--- config.mk ---
export PLATFORM = sky130hd
export DESIGN_NAME = rsm_top
export DESIGN_NICKNAME = d
export VERILOG_FILES = /design/src/logic/rsm_pkg.sv /design/src/logic/rsm_top.sv /design/src/logic/rsm_rx_timer.sv
export VERILOG_INCLUDE_DIRS = /design/src /design/src/logic
export SDC_FILE = /design/constraint.sdc
export NUM_CORES = 1
export LEC_CHECK = 0
export BUFFER_PORTS_ARGS = -buffer_cell sky130_fd_sc_hd__buf_2
export CORE_ASPECT_RATIO = 1.4
export CORE_MARGIN = 4
export CORE_UTILIZATION = 47
export DETAILED_ROUTE_END_ITERATION = 6
export PLACE_DENSITY = 0.74
export REMOVE_ABC_BUFFERS = 1
export SYNTH_ARGS = -nofsm -noshare
export SYNTH_HDL_FRONTEND = slang
export SYNTH_SLANG_ARGS = --single-unit
--- constraint.sdc ---
create_clock -name clk_sys -period 2.4 [get_ports clk_sys]
set_input_delay 0.12 -clock clk_sys [delete_from_list [all_inputs] [get_ports clk_sys]]
set_output_delay 0.12 -clock clk_sys [all_outputs]
set_load 0.01 [all_outputs]
--- src/logic/rsm_map.svh ---
`ifndef RSM_MAP_SVH
`define RSM_MAP_SVH

// ****************************************
// register indices and byte addresses
// ****************************************
`define RSM_ADDR_W 18
`define RSM_IDX_RX_TIMEOUT 16'hdf12
`define RSM_IDX_NEXT_STATE 16'hdf13
`define RSM_ADDR_RX_TIMEOUT {`RSM_IDX_RX_TIMEOUT, 2'b00}
`define RSM_ADDR_NEXT_STATE {`RSM_IDX_NEXT_STATE, 2'b00}

// ****************************************
// field positions
// ****************************************
`define RSM_RXSTOP_BIT 4
`define RSM_KEEP_BIT 3
`define RSM_LIMIT_LSB 0
`define RSM_CCA_LSB 4
`define RSM_AFTER_RX_LSB 2
`define RSM_AFTER_TX_LSB 0

// ****************************************
// reset values
// ****************************************
`define RSM_RXSTOP_RESET 1'b0
`define RSM_KEEP_RESET 1'b0
`define RSM_LIMIT_RESET 3'h7
`define RSM_CCA_RESET 2'h3
`define RSM_AFTER_RX_RESET 2'h0
`define RSM_AFTER_TX_RESET 2'h0

// ****************************************
// timeout arithmetic
// ****************************************
`define RSM_LIMIT_OFF 3'h7
`define RSM_SYS_MHZ 25
`define RSM_REF_MHZ 26
`define RSM_COEF_REF_MHZ 26
`define RSM_COEF_DEN 208
`define RSM_COEF_NUM0 14'h02ee
`define RSM_COEF_NUM1 14'h0ea6
`define RSM_COEF_NUM2 14'h1a5e
`define RSM_COEF_NUM3 14'h2616
`define RSM_ACC_W 40

`endif

--- src/logic/rsm_pkg.sv ---
`include "rsm_map.svh"

package rsm_pkg;

    typedef enum logic [1:0] {
        RSM_IDLE = 2'h0,
        RSM_RX = 2'h1,
        RSM_TX = 2'h3,
        RSM_FSTX = 2'h2
    } rsm_radio_t;

    typedef enum logic [1:0] {
        RSM_CCA_ALWAYS = 2'h0,
        RSM_CCA_QUIET = 2'h1,
        RSM_CCA_NO_PKT = 2'h2,
        RSM_CCA_BOTH = 2'h3
    } rsm_cca_t;

    typedef enum logic [1:0] {
        RSM_ARX_IDLE = 2'h0,
        RSM_ARX_FSTX = 2'h1,
        RSM_ARX_TX = 2'h2,
        RSM_ARX_RX = 2'h3
    } rsm_after_rx_t;

    typedef enum logic [1:0] {
        RSM_ATX_IDLE = 2'h0,
        RSM_ATX_FSTX = 2'h1,
        RSM_ATX_TX = 2'h2,
        RSM_ATX_RX = 2'h3
    } rsm_after_tx_t;

    typedef struct packed {
        logic [`RSM_ACC_W-1:0] acc;
        logic done;
        logic expired;
    } rsm_timer_st_t;

    typedef struct packed {
        logic rx_stop;
        logic keep_qual;
        logic [2:0] limit;
        rsm_cca_t cca_pol;
        rsm_after_rx_t after_rx;
        rsm_after_tx_t after_tx;
        logic ack;
        logic [31:0] rdata;
        rsm_radio_t radio;
        logic in_packet;
        logic cca;
        logic timeout;
        logic preamble;
    } rsm_top_st_t;

endpackage : rsm_pkg

--- src/logic/rsm_top.sv ---
`timescale 1ns/1ps
`include "rsm_map.svh"

// Function
// - carrier sense lost ends receive at once while no sync found
// - on timeout keep receive if sync/quality met
// - three-bit timeout code, 111 disables timeout
// - timeout scales with wake period and coefficient
// - clear-channel result follows selected policy
// - clear-channel result driven on output pin
// - after receive go to selected state
// - after send go to selected state
// - stay-in-transmit restarts preamble immediately
module rsm_top import rsm_pkg::*; #(
    parameter int REF_MHZ = `RSM_REF_MHZ,
    parameter int EVENT_W = 16
) (
    // clock, reset, enable
    input wire logic clk_sys,
    input wire logic resetn,
    input wire logic ce,
    // avalon-mm slave
    input wire logic [`RSM_ADDR_W-1:0] avs_address,
    input wire logic avs_read,
    input wire logic avs_write,
    input wire logic [31:0] avs_writedata,
    input wire logic [3:0] avs_byteenable,
    output logic [31:0] avs_readdata,
    output logic avs_waitrequest,
    // radio command strobes
    input wire logic cmd_rx,
    input wire logic cmd_tx,
    input wire logic cmd_idle,
    // modem status, same clock
    input wire logic carrier_sense,
    input wire logic pqt_reached,
    input wire logic sync_found,
    input wire logic rx_packet_done,
    input wire logic tx_packet_done,
    // wake timer settings
    input wire logic [EVENT_W-1:0] wake_event_period,
    input wire logic [1:0] wake_period_resolution,
    // status outputs
    output logic [1:0] radio_state,
    output logic in_packet,
    output logic channel_clear,
    output logic rx_timeout,
    output logic preamble_restart
);

    // ****************************************
    // reset release
    // ****************************************
    logic rst_meta_reg;
    logic rst_n;

    always_ff @(posedge clk_sys or negedge resetn) begin
        if (!resetn) begin
            rst_meta_reg <= 1'b0;
            rst_n <= 1'b0;
        end else begin
            rst_meta_reg <= 1'b1;
            rst_n <= rst_meta_reg;
        end
    end

    // ****************************************
    // state
    // ****************************************
    localparam rsm_top_st_t ST_RESET = '{
        rx_stop: `RSM_RXSTOP_RESET,
        keep_qual: `RSM_KEEP_RESET,
        limit: `RSM_LIMIT_RESET,
        cca_pol: rsm_cca_t'(`RSM_CCA_RESET),
        after_rx: rsm_after_rx_t'(`RSM_AFTER_RX_RESET),
        after_tx: rsm_after_tx_t'(`RSM_AFTER_TX_RESET),
        ack: 1'b0,
        rdata: 32'h0,
        radio: RSM_IDLE,
        in_packet: 1'b0,
        cca: 1'b0,
        timeout: 1'b0,
        preamble: 1'b0
    };

    rsm_top_st_t st_reg;
    rsm_top_st_t st_next;
    logic bus_req;
    logic hit_to;
    logic hit_ns;
    logic [31:0] rd_mux;
    logic keep;
    logic rssi_drop;
    logic timer_expired;
    logic timer_restart;
    logic timer_run;

    // ****************************************
    // receive timeout timer
    // ****************************************
    // restart on every fresh search so stay-in-receive rearms the timeout
    assign timer_restart = (st_reg.radio != RSM_RX) | rx_packet_done;
    assign timer_run = (st_reg.radio == RSM_RX) & ~st_reg.in_packet;

    rsm_rx_timer #(
        .REF_MHZ(REF_MHZ),
        .EVENT_W(EVENT_W)
    ) u_timer (
        .clk_sys(clk_sys),
        .rst_n(rst_n),
        .ce(ce),
        .restart(timer_restart),
        .run(timer_run),
        .limit_code(st_reg.limit),
        .resolution(wake_period_resolution),
        .event_period(wake_event_period),
        .expired(timer_expired)
    );

    // ****************************************
    // next state
    // ****************************************
    always_comb begin
        st_next = st_reg;
        st_next.timeout = 1'b0;
        st_next.preamble = 1'b0;
        bus_req = avs_read | avs_write;
        hit_to = avs_address == `RSM_ADDR_RX_TIMEOUT;
        hit_ns = avs_address == `RSM_ADDR_NEXT_STATE;

        // readback: upper bits stay zero
        rd_mux = 32'h0;
        if (hit_to) begin
            rd_mux[`RSM_RXSTOP_BIT] = st_reg.rx_stop;
            rd_mux[`RSM_KEEP_BIT] = st_reg.keep_qual;
            rd_mux[`RSM_LIMIT_LSB +: 3] = st_reg.limit;
        end else if (hit_ns) begin
            rd_mux[`RSM_CCA_LSB +: 2] = st_reg.cca_pol;
            rd_mux[`RSM_AFTER_RX_LSB +: 2] = st_reg.after_rx;
            rd_mux[`RSM_AFTER_TX_LSB +: 2] = st_reg.after_tx;
        end

        // one wait state: read data sampled in the first cycle, write data stored and answer given in the second
        if (bus_req && !st_reg.ack) begin
            st_next.ack = 1'b1;
            st_next.rdata = rd_mux;
        end else if (st_reg.ack) begin
            st_next.ack = 1'b0;
            if (avs_write && avs_byteenable[0]) begin
                // only defined fields are stored
                if (hit_to) begin
                    st_next.rx_stop = avs_writedata[`RSM_RXSTOP_BIT];
                    st_next.keep_qual = avs_writedata[`RSM_KEEP_BIT];
                    st_next.limit = avs_writedata[`RSM_LIMIT_LSB +: 3];
                end else if (hit_ns) begin
                    st_next.cca_pol = rsm_cca_t'(avs_writedata[`RSM_CCA_LSB +: 2]);
                    st_next.after_rx = rsm_after_rx_t'(avs_writedata[`RSM_AFTER_RX_LSB +: 2]);
                    st_next.after_tx = rsm_after_tx_t'(avs_writedata[`RSM_AFTER_TX_LSB +: 2]);
                end
            end
        end

        // radio control
        keep = st_reg.in_packet | sync_found | (st_reg.keep_qual & pqt_reached);
        rssi_drop = st_reg.rx_stop & ~carrier_sense & ~st_reg.in_packet & ~sync_found;
        if (cmd_idle) begin
            st_next.radio = RSM_IDLE;
        end else begin
            unique case (st_reg.radio)
                RSM_IDLE, RSM_FSTX: begin
                    if (cmd_tx) begin
                        st_next.radio = RSM_TX;
                    end else if (cmd_rx) begin
                        st_next.radio = RSM_RX;
                    end
                end
                RSM_RX: begin
                    if (sync_found) begin
                        st_next.in_packet = 1'b1;
                    end
                    if (rx_packet_done && st_reg.in_packet) begin
                        st_next.in_packet = 1'b0;
                        // tx choices assume software left clear-channel unused
                        unique case (st_reg.after_rx)
                            RSM_ARX_IDLE: st_next.radio = RSM_IDLE;
                            RSM_ARX_FSTX: st_next.radio = RSM_FSTX;
                            RSM_ARX_TX: st_next.radio = RSM_TX;
                            RSM_ARX_RX: st_next.radio = RSM_RX;
                        endcase
                    end else if (cmd_tx && !st_reg.in_packet) begin
                        st_next.radio = RSM_TX;
                    end else if (rssi_drop) begin
                        st_next.radio = RSM_IDLE;
                    end else if (timer_expired) begin
                        st_next.timeout = 1'b1;
                        if (!keep) begin
                            st_next.radio = RSM_IDLE;
                        end
                    end
                end
                RSM_TX: begin
                    if (tx_packet_done) begin
                        unique case (st_reg.after_tx)
                            RSM_ATX_IDLE: st_next.radio = RSM_IDLE;
                            RSM_ATX_FSTX: st_next.radio = RSM_FSTX;
                            RSM_ATX_TX: st_next.preamble = 1'b1;
                            RSM_ATX_RX: st_next.radio = RSM_RX;
                        endcase
                    end
                end
            endcase
        end
        if (st_next.radio != RSM_RX) begin
            st_next.in_packet = 1'b0;
        end

        // clear channel assessment
        unique case (st_reg.cca_pol)
            RSM_CCA_ALWAYS: st_next.cca = 1'b1;
            RSM_CCA_QUIET: st_next.cca = ~carrier_sense;
            RSM_CCA_NO_PKT: st_next.cca = ~st_reg.in_packet;
            RSM_CCA_BOTH: st_next.cca = ~carrier_sense & ~st_reg.in_packet;
        endcase
    end

    always_ff @(posedge clk_sys or negedge rst_n) begin
        if (!rst_n) begin
            st_reg <= ST_RESET;
        end else if (ce) begin
            st_reg <= st_next;
        end
    end

    // ****************************************
    // outputs
    // ****************************************
    // a frozen block must not complete a bus cycle it cannot record
    assign avs_waitrequest = bus_req & (~st_reg.ack | ~ce);
    assign avs_readdata = st_reg.rdata;
    assign radio_state = st_reg.radio;
    assign in_packet = st_reg.in_packet;
    assign channel_clear = st_reg.cca;
    assign rx_timeout = st_reg.timeout;
    assign preamble_restart = st_reg.preamble;
endmodule : rsm_top

--- src/logic/rsm_rx_timer.sv ---
`timescale 1ns/1ps
`include "rsm_map.svh"

module rsm_rx_timer import rsm_pkg::*; #(
    parameter int REF_MHZ = `RSM_REF_MHZ,
    parameter int EVENT_W = 16
) (
    // clock and reset
    input wire logic clk_sys,
    input wire logic rst_n,
    input wire logic ce,
    // control
    input wire logic restart,
    input wire logic run,
    input wire logic [2:0] limit_code,
    input wire logic [1:0] resolution,
    input wire logic [EVENT_W-1:0] event_period,
    // result
    output logic expired
);

    rsm_timer_st_t st_reg;
    rsm_timer_st_t st_next;
    logic [`RSM_ACC_W-1:0] coef;
    logic [`RSM_ACC_W-1:0] step;
    logic [`RSM_ACC_W-1:0] target;
    logic [`RSM_ACC_W-1:0] sum;

    // ****************************************
    // exact compare: cycles * den * ref << code >= period * num * 26 * sys
    // ****************************************
    always_comb begin
        unique case (resolution)
            2'h0: coef = `RSM_ACC_W'(`RSM_COEF_NUM0);
            2'h1: coef = `RSM_ACC_W'(`RSM_COEF_NUM1);
            2'h2: coef = `RSM_ACC_W'(`RSM_COEF_NUM2);
            2'h3: coef = `RSM_ACC_W'(`RSM_COEF_NUM3);
        endcase
        step = `RSM_ACC_W'(`RSM_COEF_DEN * REF_MHZ) << limit_code;
        target = `RSM_ACC_W'(event_period) * coef
            * `RSM_ACC_W'(`RSM_COEF_REF_MHZ * `RSM_SYS_MHZ);
        sum = st_reg.acc + step;
        st_next = st_reg;
        st_next.expired = 1'b0;
        if (restart) begin
            st_next.acc = '0;
            st_next.done = 1'b0;
        end else if (run && !st_reg.done && limit_code != `RSM_LIMIT_OFF) begin
            if (sum >= target) begin
                st_next.expired = 1'b1;
                st_next.done = 1'b1;
            end else begin
                st_next.acc = sum;
            end
        end
    end

    always_ff @(posedge clk_sys or negedge rst_n) begin
        if (!rst_n) begin
            st_reg <= '0;
        end else if (ce) begin
            st_reg <= st_next;
        end
    end

    assign expired = st_reg.expired;
endmodule : rsm_rx_timer

* Word-level counts from Yosys, hierarchy flattened
Index checks and enable logic that the tools add are counted.
Word-level totals: ROM bits 0, latch bits 0, RAM bits 0, register bits 68, input bits 85, memories 0, output and inout bits 39
Operators by class: shifts and indexed selects 1, equality and inequality tests 22, $add $sub $neg 1, $mul 2, div/mod/pow operators 0, reduce and logical (&&, ||, !) cells 25, bitwise logic cells 19, magnitude comparators 1, multiplexer cells 37
Operators with widths (count):
- $pmux W40 S4 | 1
- $mux W42 | 1
- $mux W41 | 1
- $add A40 B40 Y40 | 1
- $ge A40 B40 Y1 | 1
- $mul A16 B40 Y40 | 1
- $mul A40 B9 Y39 const B | 1
- $mux W40 | 1
- $shl A13 B3 Y40 const A | 1
- $eq A18 B18 Y1 const B | 2
- $mux W2 | 11
- $eq A2 B2 Y1 const B | 10
- $mux W1 | 16
- $pmux W2 S3 | 2
- $eq A2 B1 Y1 const B | 5
- $logic_not A2 Y1 | 5
- $pmux W2 S4 | 1
- $and A1 B1 Y1 | 7
- $not A1 Y1 | 7
- $logic_and A1 B1 Y1 | 6
- $mux W6 | 1
- $ne A2 B1 Y1 const B | 3
- $reduce_and A3 Y1 | 2
- $reduce_and A6 Y1 | 1
- 12 further kinds | 20

* Depth between registers and ports, before layout
Gate-level depths: netlist of the first run.
depth after elaboration 12, mapped depth 56, mapped depth without buffers 53

* Hierarchy
A second synthesis of the first run with hierarchy kept.
Unflattened totals: cell total of the unflattened synthesis 1808, area total of the unflattened synthesis 16021.6 um^2
Modules (own cells, without submodules):
- rsm_rx_timer | area each 14428.8 um^2, times used 1, seq. area each 925.9 um^2, cells each 1658
- rsm_top | area each 1592.8 um^2, times used 1, seq. area each 656.9 um^2, cells each 150

* Least setup slack after synthesis of the first run
No wires, ideal clock.
path kind input to register, from input wake_period_resolution[1], to register u_timer.st_reg[36] in the netlist's numbering, cell stages on the path 54, path buffers 5, required time 2.273 ns, path slack -9.510 ns, arrival 11.782 ns, library setup time 0.127 ns, cells stage by stage clkbuf_1 > inv_1 > clkbuf_1 > ha_1 > nor2_1 > clkbuf_1 > nand2_1 > fa_1 > fa_1 > inv_1 > fa_1 > fa_1 > fa_1 > inv_1 > fa_1 > inv_1 > ha_1 > and3_1 > (+18 left out) > a211o_1 > nand3_1 > o2111ai_2 > a21oi_1 > a2111oi_2 > a21oi_1 > xnor2_1 > ha_1 > a21o_1 > a21o_1 > a21oi_1 > o21ai_0 > a21o_2 > a31oi_4 > nand3_2 > buf_6 > o211ai_2 > o31ai_1
Between the ends: cells in the longest elaborated chain, start to end 7, elaborated cells on any way between the ends 10, classes of those cells mul (2); order compare (1); eq/ne (4); mux (1); reduce/logical (2)
RTL lines:
- from (decl) | line rsm_top.sv:42 | input wire logic [1:0] wake_period_resolution,
- $eq A2 B2 Y1 (tied with other cells) | line rsm_rx_timer.sv:33 | unique case (resolution)
- $pmux W40 S4 (*) | line rsm_rx_timer.sv:33
- $mul A16 B40 Y40 (no line) (*)
- $mul A40 B9 Y39 (no line) (*)
- $ge A40 B40 Y1 (*) | line rsm_rx_timer.sv:49 | if (sum >= target) begin
- $ne A2 B2 Y1 (no line) (*)
- $reduce_and A3 Y1 (no line) (*)
- to (signal assigned) | line rsm_rx_timer.sv:62 | st_reg <= st_next;
- to (decl) | line rsm_rx_timer.sv:22 | rsm_timer_st_t st_reg;
Every way passes the cells marked *; elsewhere a longest branch is shown, timed or not. The select of a mux whose other input is x is not followed. A chain may end at the register's enable or synchronous reset.

* Worst setup path in the final report of the first run
from input wake_period_resolution[1], to register u_timer.st_reg[30] in the netlist's numbering
The elaborated chain is that of the path after synthesis.

==> results of run 1 <==
[area by class of cell]
cell class	count	area [um2]	area share
Clock buffer	9	225	0.0101
Clock inverter	7	96.3	0.00432
Inverter	362	1370	0.0616
Multi-Input combinational cell	1345	14200	0.638
Sequential cell	63	1580	0.0711
Tap cell	451	564	0.0253
Timing Repair Buffer	565	4230	0.190
[routing by layer]
metal / vias up / part of all wire / global-route usage
met4: 0 / 0.079 / 0.145
li1: 7047 / - / -
met5: - / 0 / 0
met1: 7496 / 0.34 / 0.245
met2: 599 / 0.54 / 0.496
met3: 285 / 0.036 / 0.0203
[kinds of logic after synthesis]
group,after synthesis,share of synthesized area
compound gates,328,0.148
xor+xnor,103,0.0562
fa+ha+maj,479,0.451
buf+inv,432,0.111
flops,63,0.0978
mux,20,0.0134
other cells,2,0.000464
simple gates,388,0.122
[stage by stage]
step           setup WS (ps)  area (um2)  hold slack (ps)
2_1_floorplan          -9260       15800             -176
4_1_cts                -8120       21900             18.7
6_report               -8640       22300             26.4
5_1_grt                -9110       22300             26.0
3_5_place_dp           -9310       20200            -93.9
3_3_place_gp           -9080       20200            -95.3
[synthesized netlist by cell type (8+ instances only)]
cell type / instances
sky130_fd_sc_hd__nor2b_1: 24
sky130_fd_sc_hd__fa_1: 173
sky130_fd_sc_hd__and2_1: 44
sky130_fd_sc_hd__dfrtp_1: 58
sky130_fd_sc_hd__nand3_1: 27
sky130_fd_sc_hd__nand4_1: 12
sky130_fd_sc_hd__nand2b_1: 17
sky130_fd_sc_hd__nor3_1: 18
sky130_fd_sc_hd__o211ai_1: 9
sky130_fd_sc_hd__xor2_1: 34
sky130_fd_sc_hd__nor4_1: 9
sky130_fd_sc_hd__nor2_1: 68
sky130_fd_sc_hd__o211ai_2: 10
sky130_fd_sc_hd__buf_4: 37
sky130_fd_sc_hd__and3_1: 8
sky130_fd_sc_hd__ha_1: 306
sky130_fd_sc_hd__o21ai_0: 39
sky130_fd_sc_hd__o21a_1: 13
sky130_fd_sc_hd__a21o_1: 50
sky130_fd_sc_hd__nand2_1: 120
sky130_fd_sc_hd__inv_1: 361
sky130_fd_sc_hd__clkbuf_1: 24
sky130_fd_sc_hd__a22o_1: 13
sky130_fd_sc_hd__o31ai_1: 25
sky130_fd_sc_hd__a21oi_1: 74
sky130_fd_sc_hd__a211oi_1: 12
sky130_fd_sc_hd__mux2_2: 13
sky130_fd_sc_hd__xnor2_1: 68
[path summary, 6_finish.rpt]
| path | start | to | slack [ps] |
|---|---|---|---|
| max | wake_period_resolution[1] | u_timer.st_reg[30]$_DFFE_PN0P_ | -8640 |
| min in group asynchronous | resetn | rst_n$_DFF_PN0_ | 120 |
| max in group asynchronous | rst_n$_DFF_PN0_ | u_timer.st_reg[37]$_DFFE_PN0P_ | 1440 |
| max reg2reg | st_reg[46]$_DFFE_PN1P_ | u_timer.st_reg[30]$_DFFE_PN0P_ | -3200 |
| min | avs_writedata[5] | st_reg[44]$_DFFE_PN1P_ | 30 |
| min reg2reg | rst_meta_reg$_DFF_PN0_ | rst_n$_DFF_PN0_ | 350 |
[timing repair]
item                       4_1_cts  5_1_grt
pin swaps                      150       65
resized for setup              197       79
hold endpoints to repair         2        0
hold buffers                     1        0
cloned                           1        1
setup endpoints to repair       37       37
setup buffers                   34        8
[worst register-to-register path, cell delays in order, from the launching register on]
cell and delay [ps]:
sky130_fd_sc_hd__dfstp_2 530, sky130_fd_sc_hd__inv_1 60, sky130_fd_sc_hd__ha_1 200, sky130_fd_sc_hd__nor2b_1 180, sky130_fd_sc_hd__a21o_1 180, sky130_fd_sc_hd__ha_1 320, sky130_fd_sc_hd__nand3_1 80, sky130_fd_sc_hd__nor2_1 140
sky130_fd_sc_hd__a211oi_1 60, sky130_fd_sc_hd__buf_4 140, sky130_fd_sc_hd__o311ai_2 380, sky130_fd_sc_hd__a41o_1 260, sky130_fd_sc_hd__and2_1 390, sky130_fd_sc_hd__nand3_1 210, sky130_fd_sc_hd__xnor2_1 250, sky130_fd_sc_hd__ha_1 280
sky130_fd_sc_hd__a21o_1 180, sky130_fd_sc_hd__a21o_1 170, sky130_fd_sc_hd__a21oi_1 130, sky130_fd_sc_hd__o21ai_0 110, sky130_fd_sc_hd__a21o_2 240, sky130_fd_sc_hd__a31oi_4 250, sky130_fd_sc_hd__nand3_4 150, sky130_fd_sc_hd__buf_12 180
sky130_fd_sc_hd__o311ai_4 240, sky130_fd_sc_hd__o41ai_2 140
==> run summary, run 1 <==
The flow ran to the end, but the final reports show violations. The checks that failed: negative setup slack. During I/O placement, the number of pins put on the boundary was 124. The number of cells produced by synthesis is between 1500 and 2000. Ranked by total cell area, the synthesized netlist is headed by sky130_fd_sc_hd__ha_1 (24%), sky130_fd_sc_hd__fa_1 (21%), sky130_fd_sc_hd__dfrtp_1 (9.0%). The worst hold path belongs to the class input pin to register.

TritonCTS built the clock tree. The starting utilization of the core area came out at 0.475. After detailed routing, the number of vias per cell comes to 5.51.

The global-route total usage across every layer came out at 0.249. On the critical path the largest part of the delay comes from adder cells. The proportion of register bits with asynchronous set or reset after synthesis came out at 1.00.

The final routed wirelength across all metal layers is 50900 um. In this run the horizontal extent of the chip is 165 um. The distinct cell type count of the synthesized netlist came out at 93.

The detailed router's first-iteration violation count came out at 801. The transition time of the tightest slew-check pin came out at 789 ps. The layout filler cell count is 2415. The worst hold path cell count came out at 2. The critical path depth came out at 57. Among all flip-flop cells after synthesis, the most frequent one is sky130_fd_sc_hd__dfrtp_1. The largest individual stage delay along the critical path comes from the cell sky130_fd_sc_hd__fa_1. The die covers 0.0375 mm2. Clock-pin slew was measured on the worst setup and hold paths at 60 ps. The count of max-cap constraint violations came out at 0. The number of enable-type register cells in the synthesized netlist is 0.

Setup repair after global routing could not meet its margin everywhere. The pin count of the biggest net entering global routing is 62. The area growth from synthesis to layout is 37.8%.

Of the post-synthesis cell area, the dominant cell type holds 0.237. After synthesis the cells add up to 0.0162 mm2. The buffer cell driving the clock tree root is sky130_fd_sc_hd__clkbuf_16.

The count of H-tree levels built during CTS is 3. A synthesized cell averages 8.91 um2. The critical path is of the input pin to register type.

The via count of the first global-routing pass came out at 16700. The worst reg2reg path depth came out at 25. The initial antenna violation count came to 0.

The library cell used most frequently in the layout, excluding fill and tap cells, is sky130_fd_sc_hd__buf_4. The number of placement rows came out at 80. The final hold violation count came to 0. The overall die height is 228 um. In this run the remaining antenna-violating nets after routing total 0. The count of vias placed by the detailed router is 15400. The largest fanout of any net on the critical path came out at 7. The worst clock skew came out at 7.34 ps. After legalization and detailed placement, the total HPWL measured about 34000 um.

The arrival time of data at the critical path endpoint is 11240 ps. The post-synthesis sequential area ratio is 0.0978. The final non-filler cell total is 2802.

Leaving out fill and tap cells, the most frequent cells in the layout are sky130_fd_sc_hd__buf_4 (479), sky130_fd_sc_hd__inv_1 (331), sky130_fd_sc_hd__ha_1 (251). In the final layout, the share of cells above drive strength 1 is 0.359. The clock sink count is 63. The first global-routing pass estimated 76200 um of wire. The utilization after layout is 0.655. Counting both buffers and inverters, the worst setup path holds a total of 16.

Counting stages on the worst path, the most repeated cell is sky130_fd_sc_hd__buf_4. The total setup violations reported at the end of the flow is 37. The final setup slack of the worst path came out at -8640 ps. The overall overflow remaining after global route is 0.

The total iterations of the first detailed-routing run is 5. Yosys printed 0 warnings. The worst-case clock buffer depth came out at 2. STA classifies the critical path endpoint as a register. Counting tap cells, the placed design contains a total of 2743 instances. The clock latency on the worst-skew pair came out at 330 ps. The final routed wire length divided by cell count came out at 18.2 um. The number of inserted diodes came out at 0. The flip-flop count of the largest register, all copies and words added is 36. Of the available clock period, the critical path in the final layout requires 4.60.

The synthesized flop and latch total came out at 63. The floorplan core area came out at 0.0340 mm2. The relative slew slack came out at 0.474. The number of buffers inserted during clock tree synthesis came out at 9. The count of nets after finishing is about 2900. The worst setup path is launched from an input pin. The final count of pins violating max slew was 0.

Of all cell types, the one taking the most synthesized area is sky130_fd_sc_hd__ha_1. The count of buffers from port buffering came out at approximately 70. For the worst setup path, the data required time is 2590 ps.

The final setup TNS is -316220 ps. The routability congestion estimate came out at ~0.9. Static timing analysis puts the maximum clock frequency at 90.5 MHz. The number of design rule violations left after detail routing is 0. The time the final worst path needs with I/O delays and setup came out at 11040 ps. The highest cell delay on the worst timing path came out at between 500 and 600 ps.
Power of run 1 is left out: the tool's default activity adds up to more than one toggle a clock period on the data nets, which glitch-free logic cannot reach.
==> inputs of run 2 (changes only) <==
CELL_PAD_IN_SITES_DETAIL_PLACEMENT = 1   (was not set)
CELL_PAD_IN_SITES_GLOBAL_PLACEMENT = 1   (was not set)
PLACE_DENSITY = 0.9   (was 0.74)
SLEW_MARGIN = 15   (was not set)
==> run summary, run 2 <==
Once global-route timing repair stopped, the endpoint with the least setup slack was u_timer.st_reg[40]$_DFFE_PN0P_/D. The run stopped with a tool error. The overall die height is 228 um (unchanged). The synthesized flop and latch total is 63 (unchanged). The warning count from the yosys run is 0 (unchanged). The number of top-level design ports is 124 (unchanged).

The starting utilization of the core area came out at 0.475 (unchanged). The pin count of the biggest net entering global routing came out at 26. The mean post-synth cell area was 8.91 um2 (unchanged). The width of the die was 165 um (unchanged). The HPWL after detailed placement came out at 55500 um (+65%). The most common cell in the synthesized netlist is sky130_fd_sc_hd__inv_1. The proportion of netlist area held by the largest area contributor came out at 0.237 (unchanged). The summed instance area of the synthesized netlist was 0.0162 mm2 (unchanged). The distinct cell type count of the synthesized netlist is 93 (unchanged). In the post-synthesis netlist, the biggest area contributors are sky130_fd_sc_hd__ha_1 (24%), sky130_fd_sc_hd__fa_1 (21%), sky130_fd_sc_hd__dfrtp_1 (9.0%). The overall overflow remaining after global route came out at 155. The stage at which the run stopped is 5_1_grt. The tool reported: "[ERROR GRT-0232] Routing congestion too high. Check the congestion heatmap in the GUI". The routability congestion estimate came out at 0.906 (+0.39%). The number of buffers inserted during clock tree synthesis is 9 (unchanged).

Across every metal layer, demand over resource in global routing totals 0.706. The count of buffers from port buffering is 68 (unchanged). The number of enable-type register cells in the synthesized netlist is 0 (unchanged). The cell total after placement is 2732 (-0.40%). The worst setup timing slack at the placement stage came out at -10060 ps (-752 ps). The post-synthesis sequential area ratio came out at 0.0978 (unchanged). The library cell occupying the most area in the post-synthesis netlist is sky130_fd_sc_hd__ha_1.

The number of placement rows is 80 (unchanged). The commonest cells after synthesis are sky130_fd_sc_hd__inv_1 (361), sky130_fd_sc_hd__ha_1 (306), sky130_fd_sc_hd__fa_1 (173). The count of H-tree levels built during CTS came to 3 (unchanged).

The clock sink count came to 63 (unchanged). The commonest register cell after synthesis is sky130_fd_sc_hd__dfrtp_1. The proportion of register bits with asynchronous set or reset after synthesis came out at 1.00 (unchanged).

In this run the clock root is driven by a sky130_fd_sc_hd__clkbuf_16. After the last repair the worst path ends at a register input. The worst-case clock buffer depth is 2 (unchanged). The number of cells produced by synthesis came out at 1815 (unchanged).
[run 2: cells by family after synthesis]
kind of cell	Yosys count	share of synthesized area
other	2	0.000464
AOI/OAI and AO/OA	328	0.148
and+or+nand+nor	388	0.122
adders and majority gates	479	0.451
DFF	63	0.0978
buffers and inverters	432	0.111
xor gates and xnor gates	103	0.0562
muxes	20	0.0134
[run 2: layer usage]
metal  GRT overflow  GRT usage
met1              0      0.648
met2             89      0.911
met3              0      0.538
met4             66      0.806
met5              0     0.0909
[run 2: through the flow]
step                area [um2]  hold WS (ps)
floorplan                15800          -176
global placement         20100         -93.5
detailed placement       20100         -91.3
CTS                      22300          26.0
[run 2: what timing repair did]
action,in CTS
resized for setup,263
endpoints found under the hold margin,2
setup endpoints to repair,37
cloned,1
setup buffers,41
hold buffers,1
pin swaps,169
==> inputs of run 3 (changes only) <==
CELL_PAD_IN_SITES_DETAIL_PLACEMENT = not set   (was 1)
CELL_PAD_IN_SITES_GLOBAL_PLACEMENT = not set   (was 1)
CORE_ASPECT_RATIO = not set   (was 1.4)
CORE_UTILIZATION = 32   (was 47)
PLACE_DENSITY = not set   (was 0.9)
PLACE_DENSITY_LB_ADDON = 0.15   (was not set)
==> run summary, run 3 (same netlist as run 1, synthesis figures left out) <==
The count of vias placed by the detailed router came out at 14000. The final hold violation count is 0. The initial antenna violation count came to 0. The worst-case clock buffer depth came out at 2 (unchanged). The routability congestion estimate is 0.847 (-6.4%). The number of placement rows came out at 82 (+2.5%). The die area came out at 0.0542 mm2. Dividing the final minimum period by the clock period gives 4.42. The count of buffers from port buffering came out at 68 (unchanged). The count of max-cap constraint violations came out at 0. The first-pass GRT wire length came out at 68900 um.

For this run, the total global-route usage over all layers was measured as 0.152. The clock latency on the worst-skew pair is around 340 ps. The cell total after placement is 2965 (+8.5%).

The worst setup path is captured at a register. Once detail routing completed, the nets flagged for antenna violations numbered 0. The top cell types in the final layout, fill and taps aside, are sky130_fd_sc_hd__buf_4 (471), sky130_fd_sc_hd__inv_1 (341), sky130_fd_sc_hd__ha_1 (250). The highest cell delay on the worst timing path is about 570 ps. STA puts the critical path data arrival time at around 11000 ps. The flip-flop count of the largest register, all copies and words added is 36.

The library cell used most frequently in the layout, excluding fill and tap cells, is sky130_fd_sc_hd__buf_4. The checks that failed: negative setup slack. The region available for standard cell placement spans approximately 0.050 mm2.

The reg2reg setup slack is -3150 ps. The critical path data required time came out at 2640 ps. The overall die height came out at 233 um (+2.3%). The worst reg2reg path depth is 26.

TritonCTS built the clock tree. Along the worst path, the maximum fanout reaches 8. In this run the worst hold path is classified as input pin to register. The standard cell with the maximum stage delay on the critical path is sky130_fd_sc_hd__fa_1. The clock transition at the register clock pins on the worst setup and hold paths after CTS is roughly 70 ps. In the final timing run, aggregate negative setup slack is -301640 ps. The reg-to-reg endpoint is u_timer.st_reg[20]$_DFFE_PN0P_. In this run the critical register-to-register path is launched from st_reg[46]$_DFFE_PN1P_.

The layout filler cell count came out at 4962. The pin count of the biggest net entering global routing came out at 43. The count of nets after finishing came out at 2906. The final routed wirelength across all metal layers is 41200 um. The summed area of non-filler cells in the final layout came out at 0.0225 mm2.

The via count of the first global-routing pass came out at between 10000 and 15000. The first TritonRoute pass finished after 5 iterations. The detailed router finished its first iteration with roughly 480 violations.

The clock sink count came out at 63 (unchanged). Setup repair after global routing could not meet its margin everywhere. The area after detailed placement is 0.0205 mm2 (+1.9%). For the finished layout, the period the worst path requires is between 10000 and 15000 ps. The ratio of cells with drive above 1 in the final layout came out at 0.351.

At the pin with the least slew margin, the transition time is 704 ps. In this run the tightest slew margin relative to its limit is 0.518. The run finished, with violations left. The final setup slack of the worst path is -8220 ps. Setup violations remaining at the end of the flow were counted as 37. The worst hold path cell count came out at 3. The utilization after layout is 0.450. The final non-filler cell total is 3020. The number of buffers inserted during clock tree synthesis is 9 (unchanged). The worst hold path endpoint is st_reg[46]$_DFFE_PN1P_.

The count of H-tree levels built during CTS came to 3 (unchanged). The worst clock skew is 12.9 ps. The starting utilization of the core area is 0.323 (-0.152).

The library cell appearing most often on the critical path is sky130_fd_sc_hd__fa_1. The overall overflow remaining after global route is 0. The worst setup path is of the input pin to register kind. The HPWL after detailed placement is 35200 um (-37%). The width of the die is 233 um (+41%).

The via density per instance is between 4 and 5. The type of origin of the critical path is an input pin. The number of design rule violations left after detail routing is 0. The area growth from synthesis to layout is 39.3%.

The final count of pins violating max slew came out at 0. Derived from the worst setup path, the maximum achievable clock frequency is 94.2 MHz. After detailed routing, the average wire length per cell comes to ~14 um.

The tree is rooted in a sky130_fd_sc_hd__clkbuf_16. The number of top-level design ports was 124 (unchanged). The launch instance of the worst min-delay path is avs_writedata[1].
==> run 3: worst max path at each step <==
stage | start | endpoint | slack [ps] | depth (start not counted)
2_1_floorplan | wake_period_resolution[1] | u_timer.st_reg[30]$_DFFE_PN0P_ | -9260 | 50
3_3_place_gp | wake_period_resolution[1] | u_timer.st_reg[27]$_DFFE_PN0P_ | -9270 | 53
3_5_place_dp | wake_period_resolution[1] | u_timer.st_reg[27]$_DFFE_PN0P_ | -9450 | 53
4_1_cts | wake_period_resolution[0] | u_timer.st_reg[27]$_DFFE_PN0P_ | -8270 | 51
5_1_grt | wake_period_resolution[1] | u_timer.st_reg[20]$_DFFE_PN0P_ | -8660 | 56
6_report | wake_period_resolution[0] | u_timer.st_reg[20]$_DFFE_PN0P_ | -8220 | 56
==> run 3: layout make-up <==
| cell class | count | area, um2 | area share |
|---|---|---|---|
| Timing Repair Buffer | 561 | 4230 | 0.188 |
| Antenna cell | 1 | 2.50 | 0.000111 |
| Multi-Input combinational cell | 1345 | 14200 | 0.629 |
| Sequential cell | 63 | 1580 | 0.0703 |
| Tap cell | 672 | 841 | 0.0373 |
| Clock inverter | 6 | 91.3 | 0.00405 |
| Clock buffer | 10 | 239 | 0.0106 |
| Inverter | 362 | 1370 | 0.0606 |
==> run 3: critical path, delay by kind of cell <==
family	cells	cell delay (ps)
adders and majority gates	14	5250
AOI/OAI and AO/OA	16	2620
xor gates and xnor gates	1	160
and+or+nand+nor	7	880
muxes	1	240
buffers and inverters	17	1550
==> run 3: metrics by stage <==
step	hold slack, ps	setup WS (ps)
after CTS	11.8	-8270
after detailed placement	-92.9	-9450
after global routing	14.6	-8660
after floorplan	-176	-9260
final	18.6	-8220
after global placement	-93.0	-9270
==> run 3: per-layer routing <==
layer	wire (um)	track usage
met2	19800	0.261
met4	112	0.0108
met5	0	0
met3	673	0.0133
met1	20600	0.217
==> run 3: repair_timing <==
action	in CTS	in global routing
setup endpoints to repair	37	37
hold buffers	1	0
pin swaps	97	106
resized for setup	158	99
hold endpoints to repair	2	0
gates cloned	0	1
buffers inserted	15	21
Power of run 3 is left out for the same reason.
